`src/include/pfsg_pkg.sv`:
```
// shared constants and types for the program flash segment guard
package pfsg_pkg;
    localparam int ADDR_W = 24;
    localparam int PAGE_IW = 512;
    localparam int PAGE_SHIFT = 10;
    localparam int LIMIT_W = 13;
    localparam int PAGE_W = ADDR_W - PAGE_SHIFT;
    localparam int HALF_PAGE_IW = 256;
    localparam int HALF_SHIFT = 9;
    localparam logic [LIMIT_W-1:0] LIMIT_ONE_PAGE = 13'h0001;
    localparam logic [LIMIT_W-1:0] LIMIT_TWO_PAGE = 13'h0002;
    localparam logic [PAGE_W-1:0] IVT_PAGE = 14'h0000;
    localparam logic [PAGE_W-1:0] DEF_LAST_PAGE = 14'h002B;
    localparam logic [PAGE_W-1:0] DEF_PART_PAGES = 14'h0016;

    typedef enum logic [1:0] {
        ACC_FETCH,
        ACC_READ,
        ACC_PROG,
        ACC_ERASE
    } pfsg_acc_t;

    typedef enum logic [1:0] {
        PART_SINGLE,
        PART_DUAL,
        PART_PROTECTED,
        PART_PRIVILEGED
    } pfsg_part_t;

    typedef enum logic [1:0] {
        SEG_BOOT,
        SEG_GENERAL,
        SEG_CONFIG,
        SEG_NONE
    } pfsg_seg_t;

    // deny reason codes
    localparam logic [2:0] WHY_OK = 3'h0;
    localparam logic [2:0] WHY_WRITE_PROT = 3'h1;
    localparam logic [2:0] WHY_CODE_PROT = 3'h2;
    localparam logic [2:0] WHY_VECTOR = 3'h3;
    localparam logic [2:0] WHY_PARTITION = 3'h4;
    localparam logic [2:0] WHY_UNUSABLE = 3'h5;
    localparam logic [2:0] WHY_CONFIG_ERASE = 3'h6;
endpackage

```
`src/hdl/pfsg_guard.sv`:
```
// program flash segment guard: access checker for fetch, read, program, erase
`timescale 1ns/1ps
`default_nettype none
module pfsg_guard #(
    parameter int ADDR_W = pfsg_pkg::ADDR_W,
    parameter int LIMIT_W = pfsg_pkg::LIMIT_W,
    parameter logic [pfsg_pkg::PAGE_W-1:0] LAST_PAGE = pfsg_pkg::DEF_LAST_PAGE,
    parameter logic [pfsg_pkg::PAGE_W-1:0] PART_PAGES = pfsg_pkg::DEF_PART_PAGES
) (
    input wire logic clk_sys,
    input wire logic rst_b,
    input wire logic reqValid,
    input wire logic [1:0] reqKind,
    input wire logic [ADDR_W-1:0] reqAddr,
    input wire logic [ADDR_W-1:0] srcAddr,
    input wire logic [1:0] bootCodeProt,
    input wire logic bootWriteProt,
    input wire logic [1:0] generalCodeProt,
    input wire logic generalWriteProt,
    input wire logic [1:0] configCodeProt,
    input wire logic configWriteProt,
    input wire logic [LIMIT_W-1:0] bootLimitPages,
    input wire logic altVectorEn,
    input wire logic [1:0] partMode,
    input wire logic activePart2,
    output logic rspValid,
    output logic rspAllow,
    output logic [2:0] rspReason,
    output logic [1:0] rspSegment
);
    localparam int PAGE_W = pfsg_pkg::PAGE_W;

    typedef struct packed {
        logic valid;
        logic allow;
        logic [2:0] reason;
        logic [1:0] segment;
    } pfsg_state_t;

    pfsg_state_t state_r;
    pfsg_state_t state_nxt;

    // ------------------------------------------------------------
    // address split into partition and page
    // ------------------------------------------------------------
    logic dualOn;
    logic [PAGE_W-1:0] tgtPageAbs;
    logic [PAGE_W-1:0] srcPageAbs;
    logic [PAGE_W-1:0] tgtPage;
    logic [PAGE_W-1:0] srcPage;
    logic tgtPart2;
    logic srcPart2;
    logic tgtUpperHalf;
    logic [PAGE_W-1:0] mapLast;

    always_comb begin
        dualOn = partMode != 2'(pfsg_pkg::PART_SINGLE);
        tgtPageAbs = reqAddr[ADDR_W-1:pfsg_pkg::PAGE_SHIFT];
        srcPageAbs = srcAddr[ADDR_W-1:pfsg_pkg::PAGE_SHIFT];
        tgtUpperHalf = reqAddr[pfsg_pkg::HALF_SHIFT];
        // dual mode: partitions are equal halves, each with own map
        tgtPart2 = dualOn && (tgtPageAbs >= PART_PAGES);
        srcPart2 = dualOn && (srcPageAbs >= PART_PAGES);
        tgtPage = tgtPart2 ? tgtPageAbs - PART_PAGES : tgtPageAbs;
        srcPage = srcPart2 ? srcPageAbs - PART_PAGES : srcPageAbs;
        mapLast = dualOn ? PART_PAGES - PAGE_W'(1) : LAST_PAGE;
    end

    // ------------------------------------------------------------
    // segment lookup for target and for the requesting code
    // ------------------------------------------------------------
    logic [1:0] tgtSeg;
    logic [1:0] srcSeg;
    logic tgtAlt;
    logic srcAlt;

    pfsg_segment_map #(.PAGE_W(PAGE_W), .LIMIT_W(LIMIT_W)) u_tgtMap (
        .page(tgtPage),
        .lastPage(mapLast),
        .bootLimitPages(bootLimitPages),
        .altVectorEn(altVectorEn),
        .segment(tgtSeg),
        .isAltPage(tgtAlt)
    );

    pfsg_segment_map #(.PAGE_W(PAGE_W), .LIMIT_W(LIMIT_W)) u_srcMap (
        .page(srcPage),
        .lastPage(mapLast),
        .bootLimitPages(bootLimitPages),
        .altVectorEn(altVectorEn),
        .segment(srcSeg),
        .isAltPage(srcAlt)
    );

    // ------------------------------------------------------------
    // request kind and partition mode decode
    // ------------------------------------------------------------
    logic kindRead;
    logic kindProg;
    logic kindErase;
    logic protOn;
    logic privOn;
    logic vecWpAny;
    logic tgtIsConfig;
    logic tgtIsNone;
    logic altUnusable;

    always_comb begin
        kindRead = reqKind == 2'(pfsg_pkg::ACC_READ);
        kindProg = reqKind == 2'(pfsg_pkg::ACC_PROG);
        kindErase = reqKind == 2'(pfsg_pkg::ACC_ERASE);
        // protected and privileged share the partition 1 lock
        protOn = partMode == 2'(pfsg_pkg::PART_PROTECTED)
                 || partMode == 2'(pfsg_pkg::PART_PRIVILEGED);
        privOn = partMode == 2'(pfsg_pkg::PART_PRIVILEGED);
        // either write lock is enough to freeze the vector page
        vecWpAny = bootWriteProt || generalWriteProt;
        tgtIsConfig = tgtSeg == 2'(pfsg_pkg::SEG_CONFIG);
        tgtIsNone = tgtSeg == 2'(pfsg_pkg::SEG_NONE);
        // only the upper half is lost; the lower half holds the table
        altUnusable = tgtAlt && tgtUpperHalf;
    end

    // ------------------------------------------------------------
    // access decision
    // ------------------------------------------------------------
    logic isWrite;
    logic isFetch;
    logic bootOn;
    logic tgtIvt;
    logic [1:0] effSeg;
    logic effWp;
    logic effCp;
    logic srcBoot;
    logic srcGeneral;
    logic sameSeg;
    logic allow;
    logic [2:0] why;

    always_comb begin
        isWrite = reqKind == 2'(pfsg_pkg::ACC_PROG) || reqKind == 2'(pfsg_pkg::ACC_ERASE);
        isFetch = reqKind == 2'(pfsg_pkg::ACC_FETCH);
        bootOn = bootLimitPages >= pfsg_pkg::LIMIT_ONE_PAGE;
        tgtIvt = tgtPage == pfsg_pkg::IVT_PAGE;
        // vector page follows boot security unless boot is off
        effSeg = tgtSeg;
        if (tgtIvt && !bootOn) begin
            effSeg = 2'(pfsg_pkg::SEG_GENERAL);
        end
        srcBoot = srcSeg == 2'(pfsg_pkg::SEG_BOOT) && !srcAlt;
        srcGeneral = srcSeg == 2'(pfsg_pkg::SEG_GENERAL);
        sameSeg = (srcSeg == effSeg) && (srcPart2 == tgtPart2);
        case (effSeg)
            2'(pfsg_pkg::SEG_BOOT): begin
                effWp = bootWriteProt;
                effCp = bootCodeProt != 2'h3;
            end
            2'(pfsg_pkg::SEG_GENERAL): begin
                effWp = generalWriteProt;
                effCp = generalCodeProt != 2'h3;
            end
            2'(pfsg_pkg::SEG_CONFIG): begin
                effWp = configWriteProt;
                effCp = configCodeProt != 2'h3;
            end
            default: begin
                effWp = 1'b1;
                effCp = 1'b1;
            end
        endcase
        // code-protected segments refuse reads from code in other segments; boot code may still read any of them but config
        allow = 1'b1;
        why = pfsg_pkg::WHY_OK;
        if (tgtIsNone) begin
            allow = 1'b0;
            why = pfsg_pkg::WHY_UNUSABLE;
        end else if (altUnusable) begin
            allow = 1'b0;
            why = pfsg_pkg::WHY_UNUSABLE;
        end else if (isFetch) begin
            if (tgtPart2 != activePart2 && dualOn) begin
                allow = 1'b0;
                why = pfsg_pkg::WHY_PARTITION;
            end else if (tgtAlt) begin
                allow = 1'b1;
            end
        end else if (kindRead) begin
            // boot code reads freely except config-protected region
            if (effCp && !sameSeg && !(srcBoot && effSeg != 2'(pfsg_pkg::SEG_CONFIG))) begin
                allow = 1'b0;
                why = pfsg_pkg::WHY_CODE_PROT;
            end else if (privOn && srcGeneral
                         && effSeg == 2'(pfsg_pkg::SEG_BOOT)) begin
                allow = 1'b0;
                why = pfsg_pkg::WHY_CODE_PROT;
            end
        end else begin
            if (protOn && !tgtPart2) begin
                allow = 1'b0;
                why = pfsg_pkg::WHY_PARTITION;
            end else if (tgtAlt && srcBoot) begin
                allow = 1'b1;
            end else if (tgtIvt && vecWpAny) begin
                allow = 1'b0;
                why = pfsg_pkg::WHY_VECTOR;
            end else if (tgtIsConfig && configWriteProt && kindErase) begin
                allow = 1'b0;
                why = pfsg_pkg::WHY_CONFIG_ERASE;
            end else if (tgtIsConfig && kindProg) begin
                // config words change only while their lock is open
                allow = !configWriteProt;
                why = configWriteProt ? pfsg_pkg::WHY_WRITE_PROT : pfsg_pkg::WHY_OK;
            end else if (tgtAlt) begin
                allow = 1'b1;
            end else if (effWp) begin
                allow = 1'b0;
                why = pfsg_pkg::WHY_WRITE_PROT;
            end else if (privOn
                         && ((srcGeneral && effSeg == 2'(pfsg_pkg::SEG_BOOT))
                             || (srcBoot && effSeg == 2'(pfsg_pkg::SEG_GENERAL)
                                 && tgtPart2 == srcPart2))) begin
                allow = 1'b0;
                why = pfsg_pkg::WHY_CODE_PROT;
            end else if (effCp && srcGeneral && effSeg == 2'(pfsg_pkg::SEG_BOOT)) begin
                // least privileged code may not alter protected boot
                allow = 1'b0;
                why = pfsg_pkg::WHY_CODE_PROT;
            end
        end
    end

    // ------------------------------------------------------------
    // registered answer
    // ------------------------------------------------------------
    always_comb begin
        state_nxt = state_r;
        state_nxt.valid = reqValid;
        if (reqValid) begin
            state_nxt.allow = allow;
            state_nxt.reason = why;
            state_nxt.segment = effSeg;
        end
    end

    always_ff @(posedge clk_sys or negedge rst_b) begin
        if (!rst_b) begin
            state_r <= '0;
        end else begin
            state_r <= state_nxt;
        end
    end

    assign rspValid = state_r.valid;
    assign rspAllow = state_r.allow;
    assign rspReason = state_r.reason;
    assign rspSegment = state_r.segment;
endmodule
`default_nettype wire

```
`src/hdl/pfsg_segment_map.sv`:
```
// page-to-segment classifier for one partition
`timescale 1ns/1ps
`default_nettype none
module pfsg_segment_map #(
    parameter int PAGE_W = pfsg_pkg::PAGE_W,
    parameter int LIMIT_W = pfsg_pkg::LIMIT_W
) (
    input wire logic [PAGE_W-1:0] page,
    input wire logic [PAGE_W-1:0] lastPage,
    input wire logic [LIMIT_W-1:0] bootLimitPages,
    input wire logic altVectorEn,
    output logic [1:0] segment,
    output logic isAltPage
);
    logic [PAGE_W-1:0] limitExt;
    logic bootOn;

    always_comb begin
        limitExt = PAGE_W'(bootLimitPages);
        // alternate table forces at least two boot pages when boot is on (limit of one page)
        if (altVectorEn && bootLimitPages < pfsg_pkg::LIMIT_TWO_PAGE) begin
            limitExt = PAGE_W'(pfsg_pkg::LIMIT_TWO_PAGE);
        end
        bootOn = bootLimitPages >= pfsg_pkg::LIMIT_ONE_PAGE;
        isAltPage = altVectorEn && (page == limitExt - PAGE_W'(1));
        if (page > lastPage) begin
            segment = 2'(pfsg_pkg::SEG_NONE);
        end else if (page == lastPage) begin
            // top page shares general code and config words
            segment = 2'(pfsg_pkg::SEG_CONFIG);
        end else if (bootOn && page < limitExt) begin
            segment = 2'(pfsg_pkg::SEG_BOOT);
        end else begin
            segment = 2'(pfsg_pkg::SEG_GENERAL);
        end
    end
endmodule
`default_nettype wire

```
`config.mk`:
```
export PLATFORM = sky130hd
export DESIGN_NAME = pfsg_guard
export DESIGN_NICKNAME = d
export VERILOG_FILES = /design/src/include/pfsg_pkg.sv /design/src/hdl/pfsg_guard.sv /design/src/hdl/pfsg_segment_map.sv
export SDC_FILE = /design/constraint.sdc
export NUM_CORES = 1
export LEC_CHECK = 0
export BUFFER_PORTS_ARGS = -buffer_cell sky130_fd_sc_hd__buf_2
export CORE_MARGIN = 2
export CORE_UTILIZATION = 50
export DETAILED_ROUTE_END_ITERATION = 12
export PLACE_DENSITY = 0.77
export SLEW_MARGIN = 20
export SYNTH_ARGS = -nofsm -noshare
export SYNTH_HDL_FRONTEND = slang
export SYNTH_SLANG_ARGS = --single-unit
```
`constraint.sdc`:
```
create_clock -name clk_sys -period 2.4 [get_ports clk_sys]
set_clock_uncertainty 0.15 [all_clocks]
set_input_delay 0 -clock clk_sys [delete_from_list [all_inputs] [get_ports clk_sys]]
set_output_delay 0 -clock clk_sys [all_outputs]
set_load 0.01 [all_outputs]
```
**Word-level counts from Yosys, hierarchy flattened**

Cells that the tools add are included.

- Output and inout port bits: 7
- Input port bits: 79
- Register bits after elaboration: 7
- Word-level logic and storage cells: 126

- Reductions and logical operators: 43
- Eq/ne operators: 22
- Magnitude comparators: 8
- Add/sub/neg operators: 3
- Mux-type cells: 46

Operator list:

| cell | count |
|---|---|
| 1-bit logical AND | 29 |
| 14-bit equality test | 2 |
| 14-bit by 6-bit equality test with 1-bit output | 2 |
| 14-bit by 5-bit >= comparator with 1-bit output, second input constant | 2 |
| 14-bit by 6-bit > comparator with 1-bit output | 2 |
| 14-bit 2-to-1 mux | 2 |
| 14-bit by 5-bit subtractor with 14-bit output, second input constant | 2 |
| 3-bit 2-to-1 mux | 9 |
| 2-bit 2-to-1 mux | 12 |
| 1-bit 2-to-1 mux | 19 |
| 2-bit equality test, second input constant | 7 |
| 14-bit zero test | 1 |
| 14-bit by 13-bit less-than comparator with 1-bit output | 1 |
| 14-bit less-than comparator | 1 |
| 13-bit by 1-bit subtractor with 14-bit output, second input constant | 1 |
| 13-bit by 1-bit >= comparator with 1-bit output, second input constant | 1 |
| 13-bit by 2-bit less-than comparator with 1-bit output, second input constant | 1 |
| 13-bit 2-to-1 mux | 1 |
| 2-bit != test, second input constant | 4 |
| 2-bit by 1-bit equality test with 1-bit output, second input constant | 3 |
| 1-bit zero test | 6 |
| 2-bit zero test | 3 |
| 6-bit 2-to-1 mux | 1 |
| 1-bit one-hot mux with 3 select lines | 2 |
| other kinds (5) | 8 |

**Logic depth before layout (Yosys ltp)**

- Word-level depth: 26
- Mapped depth: 19
- Mapped depth without buffers: 17

**Hierarchy**

Synthesis repeated with hierarchy kept, for this count alone.

- Cells, all modules: 526
- Area, all modules: 3856.2 µm²

By module, submodules not included:

| module | area each (µm²) | seq. area each (µm²) | cells an instance | times used |
|---|---|---|---|---|
| pfsg_guard | 1456.4 | 175.2 | 194 | 1 |
| pfsg_segment_map at u_tgtMap | 1224.9 | 0.0 | 166 | 1 |
| pfsg_segment_map at u_srcMap | 1174.9 | 0.0 | 166 | 1 |

**Worst setup path before layout**

Ideal clock, no wire load.

- Path kind: input-to-reg
- Start: input reqAddr[20]
- End: register state_r, in the netlist rspAllow
- Path slack: -1.554 ns
- Path buffers: 2
- Data arrival time: 3.683 ns
- Library setup time: 0.121 ns
- Data required time: 2.129 ns
- Stages: 16
- Cells stage by stage: or4_1 clkbuf_1 a2111oi_4 buf_2 o221ai_1 ha_1 o2111ai_1 a21oi_1 nor2_1 maj3_1 a211oi_1 nor3_2 a2111oi_2 o211ai_1 a211o_1 a41o_1

- Longest elaborated chain between the ends: 26
- Elaborated cells on any way between the ends: 67
- Those cells by class: add/sub: 1; order compare: 3; eq/ne: 11; mux: 23; reduce/logical: 29

Ends and longest elaborated chain:

| item | line | RTL |
|---|---|---|
| start: declaration | pfsg_guard.sv:14 | `input wire logic [ADDR_W-1:0] reqAddr,` |
| 14-bit by 5-bit >= comparator with 1-bit output | pfsg_guard.sv:62 | `tgtPart2 = dualOn && (tgtPageAbs >= PART_PAGES);` |
| 1-bit logical AND | pfsg_guard.sv:62 |  |
| 14-bit 2-to-1 mux | pfsg_guard.sv:64 | `tgtPage = tgtPart2 ? tgtPageAbs - PART_PAGES : tgtPageAbs;` |
| 14-bit less-than comparator | pfsg_segment_map.sv:31 | `end else if (bootOn && page < limitExt) begin` |
| 1-bit logical AND | pfsg_segment_map.sv:31 |  |
| 1-bit 2-to-1 mux | pfsg_segment_map.sv:31 |  |
| 2-bit 2-to-1 mux | pfsg_segment_map.sv:28 | `end else if (page == lastPage) begin` |
| 2-bit 2-to-1 mux | pfsg_segment_map.sv:26 | `if (page > lastPage) begin` |
| (+10 left out) | -- |  |
| 1-bit 2-to-1 mux | pfsg_guard.sv:206 | `end else if (tgtIsConfig && configWriteProt && kindErase) begin` |
| 1-bit 2-to-1 mux | pfsg_guard.sv:203 | `end else if (tgtIvt && vecWpAny) begin` |
| 1-bit 2-to-1 mux | pfsg_guard.sv:201 | `end else if (tgtAlt && srcBoot) begin` |
| 1-bit 2-to-1 mux | pfsg_guard.sv:198 | `if (protOn && !tgtPart2) begin` |
| 1-bit 2-to-1 mux | pfsg_guard.sv:187 | `end else if (kindRead) begin` |
| 1-bit 2-to-1 mux | pfsg_guard.sv:180 | `end else if (isFetch) begin` |
| 1-bit 2-to-1 mux | pfsg_guard.sv:177 | `end else if (altUnusable) begin` |
| 1-bit 2-to-1 mux * | pfsg_guard.sv:174 | `if (tgtIsNone) begin` |
| end signal: assignment | pfsg_guard.sv:249 | `state_r <= state_nxt;` |
| end: declaration | pfsg_guard.sv:40 | `pfsg_state_t state_r;` |

Every way passes the cells marked *; elsewhere a longest branch is shown, timed or not.
A chain may end at the register's enable or synchronous reset.

**Final worst setup path**

- Start: input srcAddr[20]
- End: register state_r, in the netlist rspAllow

- Longest elaborated chain between the ends: 26
- Elaborated cells on any way between the ends: 51
- Those cells by class: add/sub: 1; order compare: 3; eq/ne: 6; mux: 19; reduce/logical: 22

Ends and longest elaborated chain:

| item | line | RTL |
|---|---|---|
| start: declaration | pfsg_guard.sv:15 | `input wire logic [ADDR_W-1:0] srcAddr,` |
| 14-bit by 5-bit >= comparator with 1-bit output | pfsg_guard.sv:63 | `srcPart2 = dualOn && (srcPageAbs >= PART_PAGES);` |
| 1-bit logical AND | pfsg_guard.sv:63 |  |
| 14-bit 2-to-1 mux | pfsg_guard.sv:65 | `srcPage = srcPart2 ? srcPageAbs - PART_PAGES : srcPageAbs;` |
| 14-bit by 13-bit less-than comparator with 1-bit output | pfsg_segment_map.sv:31 |  |
| 1-bit logical AND | pfsg_segment_map.sv:31 |  |
| 1-bit 2-to-1 mux | pfsg_segment_map.sv:31 |  |
| 2-bit 2-to-1 mux | pfsg_segment_map.sv:28 |  |
| 2-bit 2-to-1 mux | pfsg_segment_map.sv:26 |  |
| (+10 left out) | -- |  |
| 1-bit 2-to-1 mux | pfsg_guard.sv:206 |  |
| 1-bit 2-to-1 mux | pfsg_guard.sv:203 |  |
| 1-bit 2-to-1 mux | pfsg_guard.sv:201 |  |
| 1-bit 2-to-1 mux | pfsg_guard.sv:198 |  |
| 1-bit 2-to-1 mux * | pfsg_guard.sv:187 |  |
| 1-bit 2-to-1 mux * | pfsg_guard.sv:180 |  |
| 1-bit 2-to-1 mux * | pfsg_guard.sv:177 |  |
| 1-bit 2-to-1 mux * | pfsg_guard.sv:174 |  |

Marked as above.

==> impl_results.md <==
* Status: finished with violations
* Violated checks: setup timing
* Pwr Density at 233.2 nW/um^2
* Combinational share of power at 79.4%
* CTS clk-pin slew, worst paths at 0.04 ns
* Setup WS pre-CTS at -1.746 ns
* Post-Syn Area at 3448 sq um
* FF-to-FF End: rspAllow$_DFFE_PN0P_
* Syn avg cell area at 7.290 sq um
* Most common cell after layout, fill and taps aside: buf_4
* Setup crit end kind: flop
* HPWL Detailed at 12120 um
* RSZ-0062 raised after global routing: yes
* Synth area leader: ha_1
* Peak supply drop at 0.0001222 V
* Final hold vios at 0
* Drt via density at 6.778
* CTS tree: built
* Overall routing resource usage at 39.05%
* Diodes inserted at 0
* Core Area at 6719 sq um
* Primary FF master, synth: dfrtp_1
* HP Class: input port to flop
* Commonest non-fill, non-tap cells in the layout: buf_4 (211), buf_2 (62), nand2_1 (32), ha_1 (28), inv_1 (27)
* Num CTS Buffers at 3
* Area delta synth->final at 69.63%
* Post-Syn Nets at 585
* Initial core utilization at 51.32%
* Vias in the first global route at 5055
* Vias at 5551
* Initial antenna violation count at 0
* Final WS setup at -1.611 ns
* Distinct cell type count after synthesis at 75
* Clk sinks at 7
* Post-layout util at 87.06%
* Final min period at 4.011 ns
* CP Depth at 16
* Total power at 1364 uW
* Wire length per cell at 20.86 um
* Gr ovfl total at 0
* R2R Path Start: rspAllow$_DFFE_PN0P_
* CP bufs+invs at 2
* Setup slack, reg-to-reg at 1.43 ns
* Worst Path Max Fanout at 3
* Fin crit share at 167.1%
* Flops & latches, synth at 7
* Endpoints failing setup at 6
* Arrival @ worst endpoint at 3.97 ns
* CP Launch Type: input port
* Placement Rows at 30
* CTS max path bufs at 2
* # DRC at 0
* Synthesis warning total at 0
* Drt pass-1 iters at 10
* Worst path slowest cell: or4_4
* GPL Wtd Cong at 0.9893
* Critical Path End: rspAllow$_DFFE_PN0P_
* Ports at 86
* LEAKAGE at 0.002640 uW
* Number of nets in the layout at 852
* Synth top area cells: ha_1 (12%), xnor2_1 (6.9%), dfrtp_1 (5.1%)
* Most frequent CP cell: a2111oi_4
* Max_cap viols at 0
* Crit path required time at 2.35 ns
* Register-to-Register Path Depth at 2
* Worst Setup SP: srcAddr[20]
* Critical setup path kind: input port to flop
* Post-synth EDFFs at 0
* Family with the most delay on the worst path: compound AO/OA/AOI/OAI gates
* Pint at 766.9 uW
* Worst Tran Pin Value at 0.6242 ns
* Largest net degree at the start of global routing at 22
* NetSw at 597.4 uW
* Routed wire length at 17090 um
* FFs w/ async S/R, synth at 100.0%
* ANT nets after route at 0
* Seq/Total Area, Yosys at 5.080%
* Worst slew margin at 57.31%
* Cell Chain, Critical Path: buf_6 -> or4_4 -> a2111oi_4 -> nor3_2 -> xnor2_1 -> inv_1 -> ha_4 -> a2111oi_4 -> a21oi_2 -> a2111oi_4 -> o21a_1 -> nand4_1 -> a2111oi_2 -> o211ai_1 -> a211o_1 -> a41o_1
* Synth top area share at 11.97%
* Switch share at 43.79%
* Clk pwr share at 11.8%
* H-tree depth at 1
* Slowest stage delay, CP at 0.57 ns
* I/O Buffers at 66
* Seq pwr share at 8.8%
* Max Freq at 0.2493 GHz
* First-pass GRT wire length at 23710 um
* Post-Syn Instances at 473
* Fin. max-slew vios at 0
* Die Span Y at 87.05 um
* Die ar. at 7577 sq um
* Initial detailed-routing violation count at 626
* Clock Latency Late Sink at 0.22 ns
* Layout cells sized above 1 at 47.50%
* Die X at 87.05 um
* CTS Root Cell: clkbuf_8
-- worst min-delay path, cell delays in order --
cell	delay, ns
buf_2	0.08
nand2_1	0.05
nand4_1	0.11
buf_4	0.12
o22ai_1	0.05
-- synthesized netlist by cell type (9+ instances only) --
| cell type | n |
|---|---|
| a211oi_1 | 12 |
| a21o_1 | 10 |
| a21oi_1 | 25 |
| a31oi_1 | 9 |
| clkbuf_1 | 14 |
| ha_1 | 33 |
| inv_1 | 28 |
| nand2_1 | 32 |
| nand3_1 | 19 |
| nand4_1 | 15 |
| nor2_1 | 26 |
| nor3_1 | 21 |
| nor4_1 | 11 |
| o21ai_0 | 24 |
| or3_1 | 10 |
| xnor2_1 | 27 |
| xor2_1 | 10 |
-- final cells by class --
cell class,count,area (sq um)
fillers,372,869.6
repair buffers,283,2002
inverters,28,105.1
multi-input cells,417,3422
flip-flops and latches,7,175.2
well taps,80,100.1
clock buffers,4,45.04
-- how the worst min path moves through the flow --
stage | endpoint | slack, ns | cells after the start | from
CTS | rspReason[1]$_DFFE_PN0P_ | 0.08 | 5 | reqAddr[9]
floorplan | rspAllow$_DFFE_PN0P_ | -0.45 | 0 | rst_b
global placement | rspAllow$_DFFE_PN0P_ | -0.32 | 1 | rst_b
detailed placement | rspReason[1]$_DFFE_PN0P_ | -0.31 | 1 | rst_b
finish | rspReason[1]$_DFFE_PN0P_ | 0.1 | 5 | reqAddr[9]
global route | rspReason[1]$_DFFE_PN0P_ | 0.12 | 5 | reqAddr[9]
-- through the flow --
stage | area, sq um | std cells | hold WS (ns) | setup TNS [ns]
floorplan | 3646 | 473 | -0.4456 | -5.324
global placement | 5456 | 798 | -0.3154 | -7.236
detailed placement | 5456 | 798 | -0.3124 | -7.847
CTS | 5694 | 811 | 0.07539 | -6.642
global route | 5849 | 819 | 0.1152 | -8.056
finish | 5849 | 819 | 0.09635 | -7.176
-- power by group through the flow --
stage | clock, uW | combinational [uW] | sequential (uW)
after floorplan | 0 | 469 | 122
after detailed placement | 0 | 939 | 121
after CTS | 161 | 981 | 120
final | 161 | 1080 | 120
after global placement | 0 | 902 | 121
after global routing | 167 | 1140 | 120
-- logic make-up after synthesis --
| family | after synthesis | share of synthesized area (%) |
|---|---|---|
| XOR/XNOR | 43 | 13.35 |
| AO/OA/AOI/OAI | 147 | 31.17 |
| adder cells (fa/ha/maj) | 34 | 12.26 |
| multiplexers | 7 | 2.286 |
| flip-flops | 7 | 5.080 |
| buffers and inverters | 49 | 5.515 |
| AND/OR/NAND/NOR | 186 | 30.33 |
-- registers in the layout, summed over array words and instances (netlist names) --
| signal | flops |
|---|---|
| rspValid | 1 |
| rspAllow | 1 |
| rspReason | 3 |
| rspSegment | 2 |
-- metal layers --
| metal | share of wire, % | GRT usage (%) |
|---|---|---|
| met1 | 36 | 49.83 |
| met4 | 7.4 | 15.77 |
| met2 | 45 | 66.55 |
| met5 | 0 | 0 |
| met3 | 11 | 4.455 |
-- repair_timing --
action / 4_1_cts / 5_1_grt
pin swaps: 27 / 23
resized for setup: 21 / 21
endpoints found under the setup margin: 6 / 6
hold buffers: 4 / 0
setup buffers: 6 / 9
endpoints found under the hold margin: 11 / 0
Note: power is estimated with default switching activity, not from simulation.
